===== config.mk =====
export PLATFORM = sky130hd
export DESIGN_NAME = qlf_top
export DESIGN_NICKNAME = d
export VERILOG_FILES = /design/src/rtl/qlf_top.v
export VERILOG_INCLUDE_DIRS = /design/src /design/src/shared
export SDC_FILE = /design/constraint.sdc
export NUM_CORES = 1
export LEC_CHECK = 0
export BUFFER_PORTS_ARGS = -buffer_cell sky130_fd_sc_hd__buf_2
export CORE_ASPECT_RATIO = 0.75
export CORE_MARGIN = 4
export CORE_UTILIZATION = 35
export DETAILED_ROUTE_END_ITERATION = 7
export GPL_TIMING_DRIVEN = 0
export PLACE_DENSITY = 0.61
export SYNTH_ARGS = -nofsm -noshare
export SYNTH_HDL_FRONTEND = slang
export SYNTH_SLANG_ARGS = --single-unit

===== constraint.sdc =====
create_clock -name i_clk_sys -period 10.4 [get_ports i_clk_sys]
set_input_delay 0.52 -clock i_clk_sys [delete_from_list [all_inputs] [get_ports i_clk_sys]]
set_output_delay 0.52 -clock i_clk_sys [all_outputs]
set_load 0.02 [all_outputs]

===== src/shared/qlf_consts.vh =====
// Constants for the quad-lane input elastic FIFO block.
// Assumes a single 25 MHz system clock and a 32-bit Avalon-MM register slave.
`ifndef QLF_CONSTS_VH
`define QLF_CONSTS_VH

// =====================================================================
// Register byte addresses
`define QLF_ADDR_CTRL      8'h00
`define QLF_ADDR_SYNCSEL   8'h04
`define QLF_ADDR_INTERP    8'h08
`define QLF_ADDR_OFFSET    8'h0C
`define QLF_ADDR_STATUS    8'h10
`define QLF_ADDR_OVERRIDE  8'h30

// =====================================================================
// Control register field positions
`define QLF_CTRL_FIFO_ENA  0
`define QLF_CTRL_OVR_ENA   1
`define QLF_CTRL_RAMP_ENA  2
`define QLF_CTRL_TWOS      3
`define QLF_CTRL_SIF_SYNC  4

// Sync selector bit positions
`define QLF_SEL_SYNC_PIN   0
`define QLF_SEL_ISTROBE    1
`define QLF_SEL_OSTROBE    2
`define QLF_SEL_SIF        3

// =====================================================================
// Reset values and the software-sync-only selector code
`define QLF_CTRL_RST       5'h09
`define QLF_SEL_RST        4'h0
`define QLF_SEL_SIF_ONLY   4'h8
`define QLF_INTERP_RST     5'h01
`define QLF_OFFSET_RST     3'h4
`define QLF_WPTR_RST       3'h0
`define QLF_OVR_RST        16'h0000

`endif


===== src/rtl/qlf_top.v =====
// Quad-lane input elastic FIFO: lane capture, 8-entry FIFO, pointer sync,
// bypass, ramp insert and constant-output override, with an Avalon-MM slave.
// Assumes the lane clock and converter clock arrive as plain inputs that are
// much slower than i_clk_sys, so each of their edges is seen as a level change.
//
// Function
// RULE1 - Two 16-bit lanes: AB and CD
// RULE2 - A,C on rising edge; B,D on falling
// RULE3 - Source interleaves A0,B0,A1,B1; bit0 is LSB
// RULE4 - Lane sync period is multiple of 8
// RULE5 - Lane sync sampled on rising edges only
// RULE6 - Lane sync pulse at least half period
// RULE7 - Elastic FIFO, four channels, 8 entries
// RULE8 - One 64-bit sample written per lane period
// RULE9 - Read one sample per converter/interp tick
// RULE10 - Each write or read advances its pointer
// RULE11 - Reset: write to 0, read to offset
// RULE12 - System keeps write and read rates equal
// RULE13 - Write selector picks source; rising edge resets
// RULE14 - Read selector; lane sync recaptured on read side
// RULE15 - Output strobe sampled by converter clock
// RULE16 - Both selectors 1000: software sync resets both
// RULE17 - Both selectors 0000: no pointer resets
// RULE18 - Pointers wrap on their own
// RULE19 - Periodic syncs repeat at n times 8
// RULE20 - Override drives all channels, latched by lane clock
// RULE21 - FIFO disabled: bypass, pointers unused
// RULE22 - Ramp pattern replaces input at FIFO input
// RULE23 - 3-bit pointers; edge-detected registered sync
// RULE24 - Two flops recapture lane sync before read
//
// Implementation choice: register access over Avalon-MM.
`include "qlf_consts.vh"

module qlf_top (
  // System
  input  wire        i_clk_sys,
  input  wire        i_rst,
  // Avalon-MM slave
  input  wire [7:0]  i_avs_address,
  input  wire        i_avs_read,
  input  wire        i_avs_write,
  input  wire [31:0] i_avs_writedata,
  output reg  [31:0] o_avs_readdata,
  output wire        o_avs_waitrequest,
  // Lane side
  input  wire        i_lane_sample_clock,
  input  wire [15:0] i_lane_pair_ab,
  input  wire [15:0] i_lane_pair_cd,
  input  wire        i_input_strobe,
  input  wire        i_sync_pin,
  // Converter side
  input  wire        i_converter_clock,
  input  wire        i_output_strobe,
  // Converter channel outputs
  output reg  [15:0] o_ch_a,
  output reg  [15:0] o_ch_b,
  output reg  [15:0] o_ch_c,
  output reg  [15:0] o_ch_d,
  output reg         o_sample_valid
);

  // ===================================================================
  // Declarations
  reg  [4:0]  ctrl_r;
  reg  [3:0]  wsel_r;
  reg  [3:0]  rsel_r;
  reg  [4:0]  interp_r;
  reg  [2:0]  offset_r;
  reg  [15:0] override_value_r;
  reg         sif_pulse_r;
  reg         ack_r;
  reg         collide_r;

  reg         lclk_d_r;
  reg         cclk_d_r;
  reg  [15:0] a_r;
  reg  [15:0] c_r;
  reg  [63:0] asm_r;
  reg  [15:0] ramp_r;
  reg  [15:0] ovr_latched_r;
  reg  [63:0] mem [0:7];
  reg  [2:0]  wptr_r;
  reg  [2:0]  rptr_r;
  reg         lsync_pin_r;
  reg         lsync_input_strobe_r;
  reg         wsrc_d_r;
  reg         rsync1_r;
  reg         rsync2_r;
  reg         rsync3_r;
  reg         output_strobe_s_r;
  reg         output_strobe_d_r;
  reg  [4:0]  div_cnt_r;
  reg  [4:0]  div_cnt_nxt;
  reg  [63:0] rd_sample;

  wire        lane_rise;
  wire        lane_fall;
  wire        conv_rise;
  wire        fifo_ena;
  wire        sif_mode;
  wire        wsrc;
  wire        rsrc_lane;
  wire        wr_reset;
  wire        rd_reset;
  wire        output_strobe_rise;
  wire        rd_tick;
  wire [4:0]  interp_eff;
  wire [63:0] wr_sample;
  wire        bus_req;
  wire        bus_go;

  // ===================================================================
  // Register bus
  // Answer one cycle after the request; a write lands at the edge where
  // waitrequest is seen low, so the master never has to retry.
  assign bus_req           = i_avs_read | i_avs_write;
  assign bus_go            = bus_req & ack_r;
  assign o_avs_waitrequest = bus_req & ~ack_r;

  // Acknowledge toggle and read data capture
  always @(posedge i_clk_sys or posedge i_rst) begin
    if (i_rst) begin
      ack_r          <= 1'b0;
      o_avs_readdata <= 32'h0000_0000;
    end else begin
      ack_r <= bus_req & ~ack_r;
      if (i_avs_read & ~ack_r) begin
        case (i_avs_address)
          `QLF_ADDR_CTRL:     o_avs_readdata <= {27'h000_0000, ctrl_r};
          `QLF_ADDR_SYNCSEL:  o_avs_readdata <= {24'h00_0000, rsel_r, wsel_r};
          `QLF_ADDR_INTERP:   o_avs_readdata <= {27'h000_0000, interp_r};
          `QLF_ADDR_OFFSET:   o_avs_readdata <= {29'h0000_0000, offset_r};
          `QLF_ADDR_STATUS:   o_avs_readdata <= {23'h00_0000, collide_r, 1'b0, rptr_r, 1'b0, wptr_r};
          `QLF_ADDR_OVERRIDE: o_avs_readdata <= {16'h0000, override_value_r};
          default:            o_avs_readdata <= 32'h0000_0000;
        endcase
      end
    end
  end

  // Register writes; the software sync bit is a self-clearing pulse
  always @(posedge i_clk_sys or posedge i_rst) begin
    if (i_rst) begin
      ctrl_r           <= `QLF_CTRL_RST;
      wsel_r           <= `QLF_SEL_RST;
      rsel_r           <= `QLF_SEL_RST;
      interp_r         <= `QLF_INTERP_RST;
      offset_r         <= `QLF_OFFSET_RST;
      override_value_r <= `QLF_OVR_RST;
      sif_pulse_r      <= 1'b0;
    end else begin
      sif_pulse_r <= 1'b0;
      if (i_avs_write & bus_go) begin
        case (i_avs_address)
          `QLF_ADDR_CTRL: begin
            ctrl_r      <= {1'b0, i_avs_writedata[3:0]};
            sif_pulse_r <= i_avs_writedata[`QLF_CTRL_SIF_SYNC];
          end
          `QLF_ADDR_SYNCSEL: begin
            wsel_r <= i_avs_writedata[3:0];
            rsel_r <= i_avs_writedata[7:4];
          end
          `QLF_ADDR_INTERP:   interp_r <= i_avs_writedata[4:0];
          `QLF_ADDR_OFFSET:   offset_r <= i_avs_writedata[2:0];
          `QLF_ADDR_OVERRIDE: override_value_r <= i_avs_writedata[15:0];
          default: begin
          end
        endcase
      end
    end
  end

  // ===================================================================
  // Clock edge detection
  // Both foreign clocks are oversampled, so their edges become enables.
  always @(posedge i_clk_sys or posedge i_rst) begin
    if (i_rst) begin
      lclk_d_r <= 1'b0;
      cclk_d_r <= 1'b0;
    end else begin
      lclk_d_r <= i_lane_sample_clock;
      cclk_d_r <= i_converter_clock;
    end
  end

  assign lane_rise = i_lane_sample_clock & ~lclk_d_r;
  assign lane_fall = ~i_lane_sample_clock & lclk_d_r;
  assign conv_rise = i_converter_clock & ~cclk_d_r;
  assign fifo_ena  = ctrl_r[`QLF_CTRL_FIFO_ENA];

  // ===================================================================
  // Lane capture and sample assembly
  // First half on the rising edge, second half on the falling edge.
  always @(posedge i_clk_sys or posedge i_rst) begin
    if (i_rst) begin
      a_r           <= 16'h0000;
      c_r           <= 16'h0000;
      asm_r         <= 64'h0000_0000_0000_0000;
      ramp_r        <= 16'h0000;
      ovr_latched_r <= `QLF_OVR_RST;
    end else begin
      if (lane_rise) begin
        a_r           <= i_lane_pair_ab; // RULE2
        c_r           <= i_lane_pair_cd; // RULE1
        ovr_latched_r <= override_value_r; // RULE20
      end
      if (lane_fall) begin
        asm_r  <= {i_lane_pair_cd, c_r, i_lane_pair_ab, a_r}; // RULE2
        ramp_r <= ramp_r + 16'h0001;
      end
    end
  end

  // Ramp insert replaces the assembled word at the FIFO input
  assign wr_sample = ctrl_r[`QLF_CTRL_RAMP_ENA] ?
                     {ramp_r, ramp_r, ramp_r, ramp_r} : // RULE22
                     {i_lane_pair_cd, c_r, i_lane_pair_ab, a_r};

  // ===================================================================
  // Sync source selection on the lane side
  // Sync levels are taken only on lane rising edges, never on falling.
  always @(posedge i_clk_sys or posedge i_rst) begin
    if (i_rst) begin
      lsync_pin_r  <= 1'b0;
      lsync_input_strobe_r <= 1'b0;
      wsrc_d_r     <= 1'b0;
    end else if (lane_rise) begin
      lsync_pin_r  <= i_sync_pin; // RULE5
      lsync_input_strobe_r <= i_input_strobe; // RULE5
      wsrc_d_r     <= wsrc; // RULE23
    end
  end

  assign sif_mode  = (wsel_r == `QLF_SEL_SIF_ONLY) & (rsel_r == `QLF_SEL_SIF_ONLY); // RULE16
  assign wsrc      = (wsel_r[`QLF_SEL_SYNC_PIN] & lsync_pin_r) |
                     (wsel_r[`QLF_SEL_ISTROBE] & lsync_input_strobe_r); // RULE13
  assign rsrc_lane = (rsel_r[`QLF_SEL_SYNC_PIN] & lsync_pin_r) |
                     (rsel_r[`QLF_SEL_ISTROBE] & lsync_input_strobe_r); // RULE14

  // Zero selectors gate every source off, so no reset can occur
  assign wr_reset  = (lane_rise & wsrc & ~wsrc_d_r) | (sif_mode & sif_pulse_r); // RULE17

  // ===================================================================
  // Write pointer and storage
  // A pin or strobe reset never shares a cycle with a write (opposite edges); a software sync can, and then the reset wins.
  always @(posedge i_clk_sys or posedge i_rst) begin
    if (i_rst) begin
      wptr_r <= `QLF_WPTR_RST;
    end else if (wr_reset) begin
      wptr_r <= `QLF_WPTR_RST; // RULE11
    end else if (lane_fall) begin
      wptr_r <= wptr_r + 3'h1; // RULE10 RULE18
    end
  end

  // Storage has no reset; entries are data only
  always @(posedge i_clk_sys) begin
    if (lane_fall) begin
      mem[wptr_r] <= wr_sample; // RULE8 RULE7
    end
  end

  // ===================================================================
  // Read clock divider
  // One read tick per interpolation count of converter edges; a value of
  // zero behaves as one to avoid a dead output.
  assign interp_eff = (interp_r == 5'h00) ? 5'h01 : interp_r;
  assign rd_tick    = conv_rise & (div_cnt_r == interp_eff - 5'h01); // RULE9

  always @* begin
    div_cnt_nxt = div_cnt_r;
    if (output_strobe_rise) begin
      div_cnt_nxt = 5'h00;
    end else if (rd_tick) begin
      div_cnt_nxt = 5'h00;
    end else if (conv_rise) begin
      div_cnt_nxt = div_cnt_r + 5'h01;
    end
  end

  // ===================================================================
  // Read-side sync recapture
  // The lane sync crosses into the read-tick domain through two flops;
  // this adds phase ambiguity, which is why the output strobe exists.
  always @(posedge i_clk_sys or posedge i_rst) begin
    if (i_rst) begin
      div_cnt_r <= 5'h00;
      rsync1_r  <= 1'b0;
      rsync2_r  <= 1'b0;
      rsync3_r  <= 1'b0;
      output_strobe_s_r  <= 1'b0;
      output_strobe_d_r  <= 1'b0;
    end else begin
      div_cnt_r <= div_cnt_nxt;
      if (rd_tick) begin
        rsync1_r <= rsrc_lane; // RULE24
        rsync2_r <= rsync1_r; // RULE24
        rsync3_r <= rsync2_r;
      end
      if (conv_rise) begin
        output_strobe_s_r <= i_output_strobe; // RULE15
        output_strobe_d_r <= output_strobe_s_r;
      end
    end
  end

  assign output_strobe_rise = conv_rise & rsel_r[`QLF_SEL_OSTROBE] & output_strobe_s_r & ~output_strobe_d_r; // RULE15
  assign rd_reset  = output_strobe_rise | (rd_tick & rsync2_r & ~rsync3_r) | (sif_mode & sif_pulse_r); // RULE14 RULE16

  // ===================================================================
  // Read pointer
  // Output strobe also realigns the divider, so it sets the output phase.
  always @(posedge i_clk_sys or posedge i_rst) begin
    if (i_rst) begin
      rptr_r <= `QLF_OFFSET_RST;
    end else if (rd_reset) begin
      rptr_r <= offset_r; // RULE11
    end else if (rd_tick) begin
      rptr_r <= rptr_r + 3'h1; // RULE10 RULE18
    end
  end

  // Bypass hands the latest assembled sample straight across
  always @* begin
    rd_sample = asm_r; // RULE21
    if (fifo_ena) begin
      rd_sample = mem[rptr_r]; // RULE9
    end
  end

  // ===================================================================
  // Output stage
  // Channels are driven two's complement; offset-binary input flips the MSB.
  always @(posedge i_clk_sys or posedge i_rst) begin
    if (i_rst) begin
      o_ch_a         <= 16'h0000;
      o_ch_b         <= 16'h0000;
      o_ch_c         <= 16'h0000;
      o_ch_d         <= 16'h0000;
      o_sample_valid <= 1'b0;
      collide_r      <= 1'b0;
    end else begin
      o_sample_valid <= rd_tick;
      if (rd_tick) begin
        collide_r <= fifo_ena & (rptr_r == wptr_r);
        if (ctrl_r[`QLF_CTRL_OVR_ENA]) begin
          o_ch_a <= {ovr_latched_r[15] ^ ~ctrl_r[`QLF_CTRL_TWOS], ovr_latched_r[14:0]}; // RULE20
          o_ch_b <= {ovr_latched_r[15] ^ ~ctrl_r[`QLF_CTRL_TWOS], ovr_latched_r[14:0]};
          o_ch_c <= {ovr_latched_r[15] ^ ~ctrl_r[`QLF_CTRL_TWOS], ovr_latched_r[14:0]};
          o_ch_d <= {ovr_latched_r[15] ^ ~ctrl_r[`QLF_CTRL_TWOS], ovr_latched_r[14:0]};
        end else begin
          o_ch_a <= {rd_sample[15] ^ ~ctrl_r[`QLF_CTRL_TWOS], rd_sample[14:0]};
          o_ch_b <= {rd_sample[31] ^ ~ctrl_r[`QLF_CTRL_TWOS], rd_sample[30:16]};
          o_ch_c <= {rd_sample[47] ^ ~ctrl_r[`QLF_CTRL_TWOS], rd_sample[46:32]};
          o_ch_d <= {rd_sample[63] ^ ~ctrl_r[`QLF_CTRL_TWOS], rd_sample[62:48]};
        end
      end
    end
  end

endmodule


==> results of run 1 <==
## synthesized netlist by cell type, types with 2 or more instances
| cell | count | area share [%] |
|---|---|---|
| xnor2_1 | 20 | 0.56 |
| a21o_1 | 2 | 0.048 |
| buf_6 | 2 | 0.072 |
| buf_4 | 27 | 0.65 |
| buf_2 | 27 | 0.43 |
| nand2_1 | 199 | 2.4 |
| clkbuf_1 | 66 | 0.79 |
| edfxtp_1 | 512 | 49 |
| nor2b_1 | 7 | 0.14 |
| a32o_1 | 4 | 0.13 |
| nand3_1 | 11 | 0.18 |
| o31ai_1 | 4 | 0.096 |
| nor3b_1 | 2 | 0.048 |
| o21ai_0 | 189 | 3.0 |
| a21oi_1 | 13 | 0.21 |
| nand2b_1 | 12 | 0.24 |
| dfstp_2 | 5 | 0.42 |
| a211oi_1 | 61 | 1.5 |
| a22oi_1 | 6 | 0.14 |
| nand4_1 | 5 | 0.10 |
| dfrtp_1 | 264 | 21 |
| inv_1 | 71 | 0.85 |
| nor3_2 | 2 | 0.064 |
| o22a_1 | 61 | 1.7 |
| nor3_1 | 9 | 0.14 |
| and3_1 | 8 | 0.16 |
| ha_1 | 5 | 0.20 |
| mux2_2 | 56 | 2.0 |
| xor2_1 | 7 | 0.20 |
| nor2_1 | 81 | 0.97 |
| a22o_1 | 2 | 0.056 |
| mux4_2 | 125 | 9.0 |
| mux2i_1 | 85 | 2.7 |
| a41oi_1 | 4 | 0.11 |
| buf_1 | 15 | 0.18 |
| or4_1 | 2 | 0.048 |
## kinds of logic (layout without fill, tap and decap cells)
family,after synthesis,count (layout),synth area share (%)
buffers and inverters,209,556,2.980
adder cells (fa/ha/maj),5,5,0.1994
other,1,17,0.01195
flip-flops,781,781,70.49
AND/OR/NAND/NOR,345,345,4.655
multiplexers,266,266,13.70
XOR/XNOR,27,27,0.7539
AO/OA/AOI/OAI,355,355,7.212
## per-layer routing
layer | vias up | GRT usage [%] | share of wire, %
met5 | - | 0 | 0
met4 | 0 | 6.616 | 3.4
met3 | 173 | 4.841 | 9.9
met2 | 958 | 29.22 | 45
met1 | 9972 | 27.17 | 42
li1 | 8097 | - | -
## worst register-to-register path: stages (launching register included)
cell and delay, ns:
dfrtp_1 0.39, nand2b_1 0.07, clkbuf_1 0.46, buf_1 0.57
clkbuf_1 0.62, nor4_2 0.19, buf_4 0.23, buf_4 0.18
buf_4 0.18, buf_4 0.19
## cell type report
| cell class | instances | area [um2] |
|---|---|---|
| well taps | 1200 | 1501 |
| repair buffers | 201 | 1439 |
| diodes | 1 | 2.502 |
| clock buffers | 110 | 2271 |
| flip-flops and latches | 781 | 22110 |
| inverters | 72 | 277.8 |
| clock inverters | 36 | 262.8 |
| fillers | 7924 | 51370 |
| multi-input cells | 1014 | 8427 |
| plain buffers | 137 | 664.4 |
## power breakdown
part           internal [mW]  leakage, nW  switching (mW)
logic                  0.371         4.63           0.625
registers               3.62         8.06           0.131
clock network           1.60         1.25            1.19
## sequential cells by signal, indices dropped and copies added, names as in the netlist, 3 cells and up
name / cells
o_ch_b: 16
override_value_r: 16
wptr_r: 3
a_r: 16
wsel_r: 4
ctrl_r: 4
ovr_latched_r: 16
offset_r: 3
o_ch_c: 16
asm_r: 64
mem: 512
ramp_r: 16
div_cnt_r: 5
o_ch_a: 16
c_r: 16
rptr_r: 3
rsel_r: 4
o_ch_d: 16
interp_r: 5
o_avs_readdata: 16
## worst max-delay path by stage
stage / startpoint / endpoint
final: lclk_d_r$_DFF_PP0_ / mem[0][10]$_DFFE_PP_
after global routing: interp_r[2]$_DFFE_PP0P_ / o_ch_d[11]$_DFFE_PP0P_
after CTS: rptr_r[2]$_DFFE_PP1P_ / o_ch_a[10]$_DFFE_PP0P_
after detailed placement: i_lane_sample_clock / mem[4][8]$_DFFE_PP_
after global placement: i_lane_sample_clock / mem[0][7]$_DFFE_PP_
after floorplan: i_lane_sample_clock / mem[0][0]$_DFFE_PP_
## metrics by stage
| stage | hold WS (ns) | cells | setup slack [ns] |
|---|---|---|---|
| floorplan | 0.4369 | 2004 | 2.458 |
| global placement | 0.4579 | 3347 | -5.139 |
| detailed placement | 0.4562 | 3402 | 6.810 |
| CTS | 0.01551 | 3550 | 7.064 |
| global route | 0.03784 | 3551 | 6.936 |
| finish | 0.04589 | 3552 | 7.066 |
==> impl_metrics.json, run 1 <==
{
  "slew_headroom_pct": 5.950,
  "stdcell_area_um2": 36960,
  "clock_skew_ns": 0.03371,
  "ir_worst_vdd_mv": 0.1188,
  "cp_slowest_cell": "clkbuf_1",
  "cts_setup_buffers": 0,
  "final_common_cell": "edfxtp_1",
  "cts_resized": 0,
  "cts.hold.buffers_added": 2,
  "hold_viol_final": 0,
  "avgSynthCellArea_um2": 15.77,
  "cts_max_level": 3,
  "ys_seq_area_share_pct": 70.49,
  "crit_cells": 9,
  "setup_viol": 0,
  "wirelength_mm": 92.27,
  "ant_nets": 0,
  "grt_overflow": 0,
  "crit_required_ns": 10.78,
  "critPathLaunchType": "register",
  "crit_top_cell": "buf_4",
  "power.density_nw_per_um2": 204.1,
  "worstHoldPathType": "in -> reg",
  "tns_ns": 0,
  "crit_path_end_kind": "register",
  "nNetsFinal": 2373,
  "area_growth_pct": 17.82,
  "final_max_slew_viol_count": 0,
  "clock-sinks": 781,
  "fp-row-count": 94,
  "worst_path_largest_cell_delay_ns": 0.62,
  "path_cells": "nand2b_1 -> clkbuf_1 -> buf_1 -> clkbuf_1 -> nor4_2 -> buf_4 -> buf_4 -> buf_4 -> buf_4",
  "hpwl_mm": 66.82,
  "antenna_found_initial": 4,
  "placed_area_um2": 34390,
  "start_util_pct": 35.51,
  "holdPathStages": 1,
  "cts_buffers": 80,
  "cp_num_buf_inv": 7,
  "total_power_mw": 7.545,
  "criticalPathCategory": "reg -> reg",
  "cp_max_fo": 10,
  "grt_util_all_layers_pct": 19.25,
  "firstDrtPassIters": 6,
  "async_flop_share_pct": 34.44,
  "numPortBuffers": 143,
  "clk_pin_slew_ns": 0.06,
  "grt_max_degree": 133,
  "die-area_um2": 94530,
  "rrSetupSlack_ns": 7.07,
  "drt_iter0_drc": 2381,
  "fmax_mhz": 299.9,
  "synth_area_um2": 31370,
  "status": "finished, final reports clean",
  "worstRegToRegCells": 9,
  "cap_violations": 0,
  "core_area_um2": 88330,
  "die_h_um": 267.3,
  "hold_path_end": "lclk_d_r$_DFF_PP0_",
  "post_drt_wl_per_cell_um": 25.98,
  "cts_root_buffer": "clkbuf_16",
  "power_leakage_nw": 13.93,
  "tritoncts": "yes",
  "critPathTopFamily": "buffers and inverters",
  "drive_gt1_share_pct": 24.16,
  "synth_edf_count": 512,
  "reg2reg_to": "mem[0][10]$_DFFE_PP_",
  "layout_common_cells": "512 x edfxtp_1, 264 x dfrtp_1, 199 x nand2_1",
  "min_period_over_period_pct": 32.06,
  "vias": 19200,
  "crit_arrival_ns": 3.72,
  "netlist_instances": 1989,
  "clockBufferDepth": 3,
  "ys_ff_latch": 781,
  "drc": 0,
  "final_util_pct": 41.84,
  "grt_pass1_wl_mm": 133.5,
  "ios": 179,
  "synth_cell_types": 54,
  "viasPerCell": 5.405,
  "min_period_ns": 3.334,
  "grt_setup_unrepaired": "false",
  "grt_pass1_vias": 19290,
  "yosys_most_used_dff": "edfxtp_1",
  "clk_latency_ns": 0.64,
  "worstHoldStart": "i_lane_sample_clock",
  "fp.dieW_um": 353.7,
  "yosys_warnings": 0,
  "gp_congestion": 0.9157,
  "reg2reg_from": "lclk_d_r$_DFF_PP0_",
  "tightest_slew_ns": 1.396
}
No activity file was read; power rests on OpenSTA's default activity.
==> run 2, diff against run 1 <==
- PLACE_DENSITY: 0.61 -> 0.62
- clock period: 10.4 -> 2.99 ns (I/O delays scaled with it)
==> run 2 against run 1 <==
Against the previous run:
- core utilization up 1.4 points
- hold slack lost 0.0053 ns
- via count rose by 0.49%
- clock skew shrank 0.0043 ns
- highest routed layer unchanged
==> impl_metrics.json, run 2 (synthesis results as in run 1) <==
{
  "cts_buffers": 80,
  "clockBufferDepth": 3,
  "antenna_found_initial": 4,
  "cp_max_fo": 10,
  "criticalPathCategory": "reg -> reg",
  "clk_latency_ns": 0.63,
  "tns_ns": 0,
  "gp_congestion": 0.9183,
  "final_max_slew_viol_count": 0,
  "cts_root_buffer": "clkbuf_16",
  "cts_setup_buffers": 0,
  "crit_required_ns": 3.51,
  "die-area_um2": 94530,
  "largest_reg_flops": 512,
  "fmax_mhz": 338.8,
  "path_cells": "buf_2 -> buf_2 -> buf_4 -> clkbuf_4 -> mux4_2 -> mux2i_1 -> a211oi_1 -> o22a_1",
  "multi_input_area_um2": 8591,
  "tightest_slew_ns": 1.368,
  "grt_overflow": 0,
  "grt_util_all_layers_pct": 19.30,
  "cts_max_level": 3,
  "ios": 179,
  "core_area_um2": 88330,
  "vias": 19300,
  "critPathTopFamily": "buffers and inverters",
  "top_regs": "mem x512, asm_r x64",
  "critPathLaunchType": "register",
  "drc": 0,
  "status": "finished, final reports clean",
  "cp_slowest_cell": "mux2i_1",
  "drive_gt1_share_pct": 24.74,
  "min_period_over_period_pct": 98.72,
  "post_drt_wl_per_cell_um": 25.58,
  "wirelength_mm": 92.00,
  "min_period_ns": 2.952,
  "worst_slack_ns": 0.03817,
  "ant_nets": 0,
  "ir_worst_vdd_mv": 0.4216,
  "worst_path_largest_cell_delay_ns": 0.44,
  "clock-sinks": 781,
  "fp.dieW_um": 353.7,
  "nNetsFinal": 2412,
  "crit_path_end_kind": "register",
  "fp-row-count": 94,
  "seq_area_um2": 22110,
  "numPortBuffers": 143,
  "start_util_pct": 35.51,
  "hpwl_mm": 66.68,
  "tritoncts": "yes",
  "max_flop_register": "mem",
  "viasPerCell": 5.366,
  "drt_iter0_drc": 2224,
  "clk_pin_slew_ns": 0.06,
  "grt_setup_unrepaired": "false",
  "cap_violations": 0,
  "final_common_cell": "edfxtp_1",
  "dp_worst_setup_slack_ns": -0.3223,
  "grt_pass1_vias": 19580,
  "slew_headroom_pct": 7.837,
  "power.density_nw_per_um2": 704.2,
  "stdcell_area_um2": 38160,
  "setup_viol": 0,
  "layout_common_cells": "512 x edfxtp_1, 263 x dfrtp_1, 189 x o21ai_0",
  "firstDrtPassIters": 6,
  "cp_num_buf_inv": 4,
  "placed_area_um2": 34690,
  "die_h_um": 267.3,
  "grt_max_degree": 44,
  "fill_cells": 7737,
  "crit_arrival_ns": 3.47,
  "area_growth_pct": 21.65,
  "worstHoldPathType": "in -> async",
  "clock_skew_ns": 0.02944,
  "grt_pass1_wl_mm": 133.9,
  "hold_viol_final": 0,
  "crit_top_cell": "buf_2",
  "power_leakage_nw": 14.34,
  "total_power_mw": 26.87
}
-- run 2: cell types whose count changed in the layout (fill, tap and decap cells not counted), moves of 13 or more --
cell,delta
nand2_1,-15
buf_6,-21
dlygate4sd3_1,+54
nand2_4,+14
buf_16,+19
buf_4,-13
-- run 2: repair_timing --
action,4_1_cts,5_1_grt
endpoints found under the setup margin,60,77
hold buffers,56,0
resized for setup,28,24
hold endpoints to repair,150,0
pin swaps,0,1
-- run 2: final cells by class --
type	count	share of cell area [%]
sequential	781	57.95
multi-input combinational	1014	22.51
clock buffer	117	6.171
timing repair buffer	240	5.761
tap	1200	3.935
buffer	137	1.967
clock inverter	32	0.9640
inverter	72	0.7181
antenna	3	0.01967
-- run 2: metrics by stage --
step,cells,hold WS (ns),utilization (%)
2_1_floorplan,2004,0.1809,-
3_3_place_gp,3347,0.2848,38.23
3_5_place_dp,3388,0.1241,39.28
4_1_cts,3593,0.006083,43.09
5_1_grt,3593,0.05707,43.19
6_report,3596,0.04055,43.20
-- run 2: per-layer routing --
layer | vias up | share of wire, % | routed length (um) | global-route usage, %
met1 | 10060 | 42 | 38890 | 27.01
met3 | 160 | 9.7 | 8906 | 5.529
met4 | 0 | 3.3 | 3060 | 5.905
met2 | 874 | 45 | 41140 | 29.36
li1 | 8197 | - | - | -
met5 | - | 0 | 0 | 0
-- run 2: where the power goes --
| group | leakage (nW) | total (mW) | switching, mW | internal [mW] |
|---|---|---|---|---|
| Combinational | 4.97 | 3.62 | 2.21 | 1.41 |
| Sequential | 8.05 | 13.1 | 0.459 | 12.6 |
| Clock | 1.32 | 10.2 | 4.18 | 6.02 |
| Total | 14.3 | 26.9 | 6.84 | 20.0 |
-- run 2: worst paths after layout --
kind | endpoint | startpoint | slack, ns | depth (start not counted)
min | override_value_r[12]$_DFFE_PP0P_ | i_rst | 0.04 | 3
max in group asynchronous | asm_r[28]$_DFFE_PP0P_ | i_rst | 1.40 | 8
min in group i_clk_sys | c_r[9]$_DFFE_PP0P_ | i_lane_pair_cd[9] | 0.06 | 3
max reg2reg | o_ch_a[7]$_DFFE_PP0P_ | rptr_r[1]$_DFFE_PP0P_ | 0.04 | 8
min reg2reg | ack_r$_DFF_PP0_ | ack_r$_DFF_PP0_ | 0.47 | 1
max | o_ch_a[7]$_DFFE_PP0P_ | rptr_r[1]$_DFFE_PP0P_ | 0.04 | 8
-- run 2: worst reg2reg max path, stage by stage, from the launching register on --
cell	delay, ns
dfrtp_1	0.36
buf_2	0.17
buf_2	0.35
buf_4	0.38
clkbuf_4	0.36
mux4_2	0.34
mux2i_1	0.44
a211oi_1	0.25
o22a_1	0.21
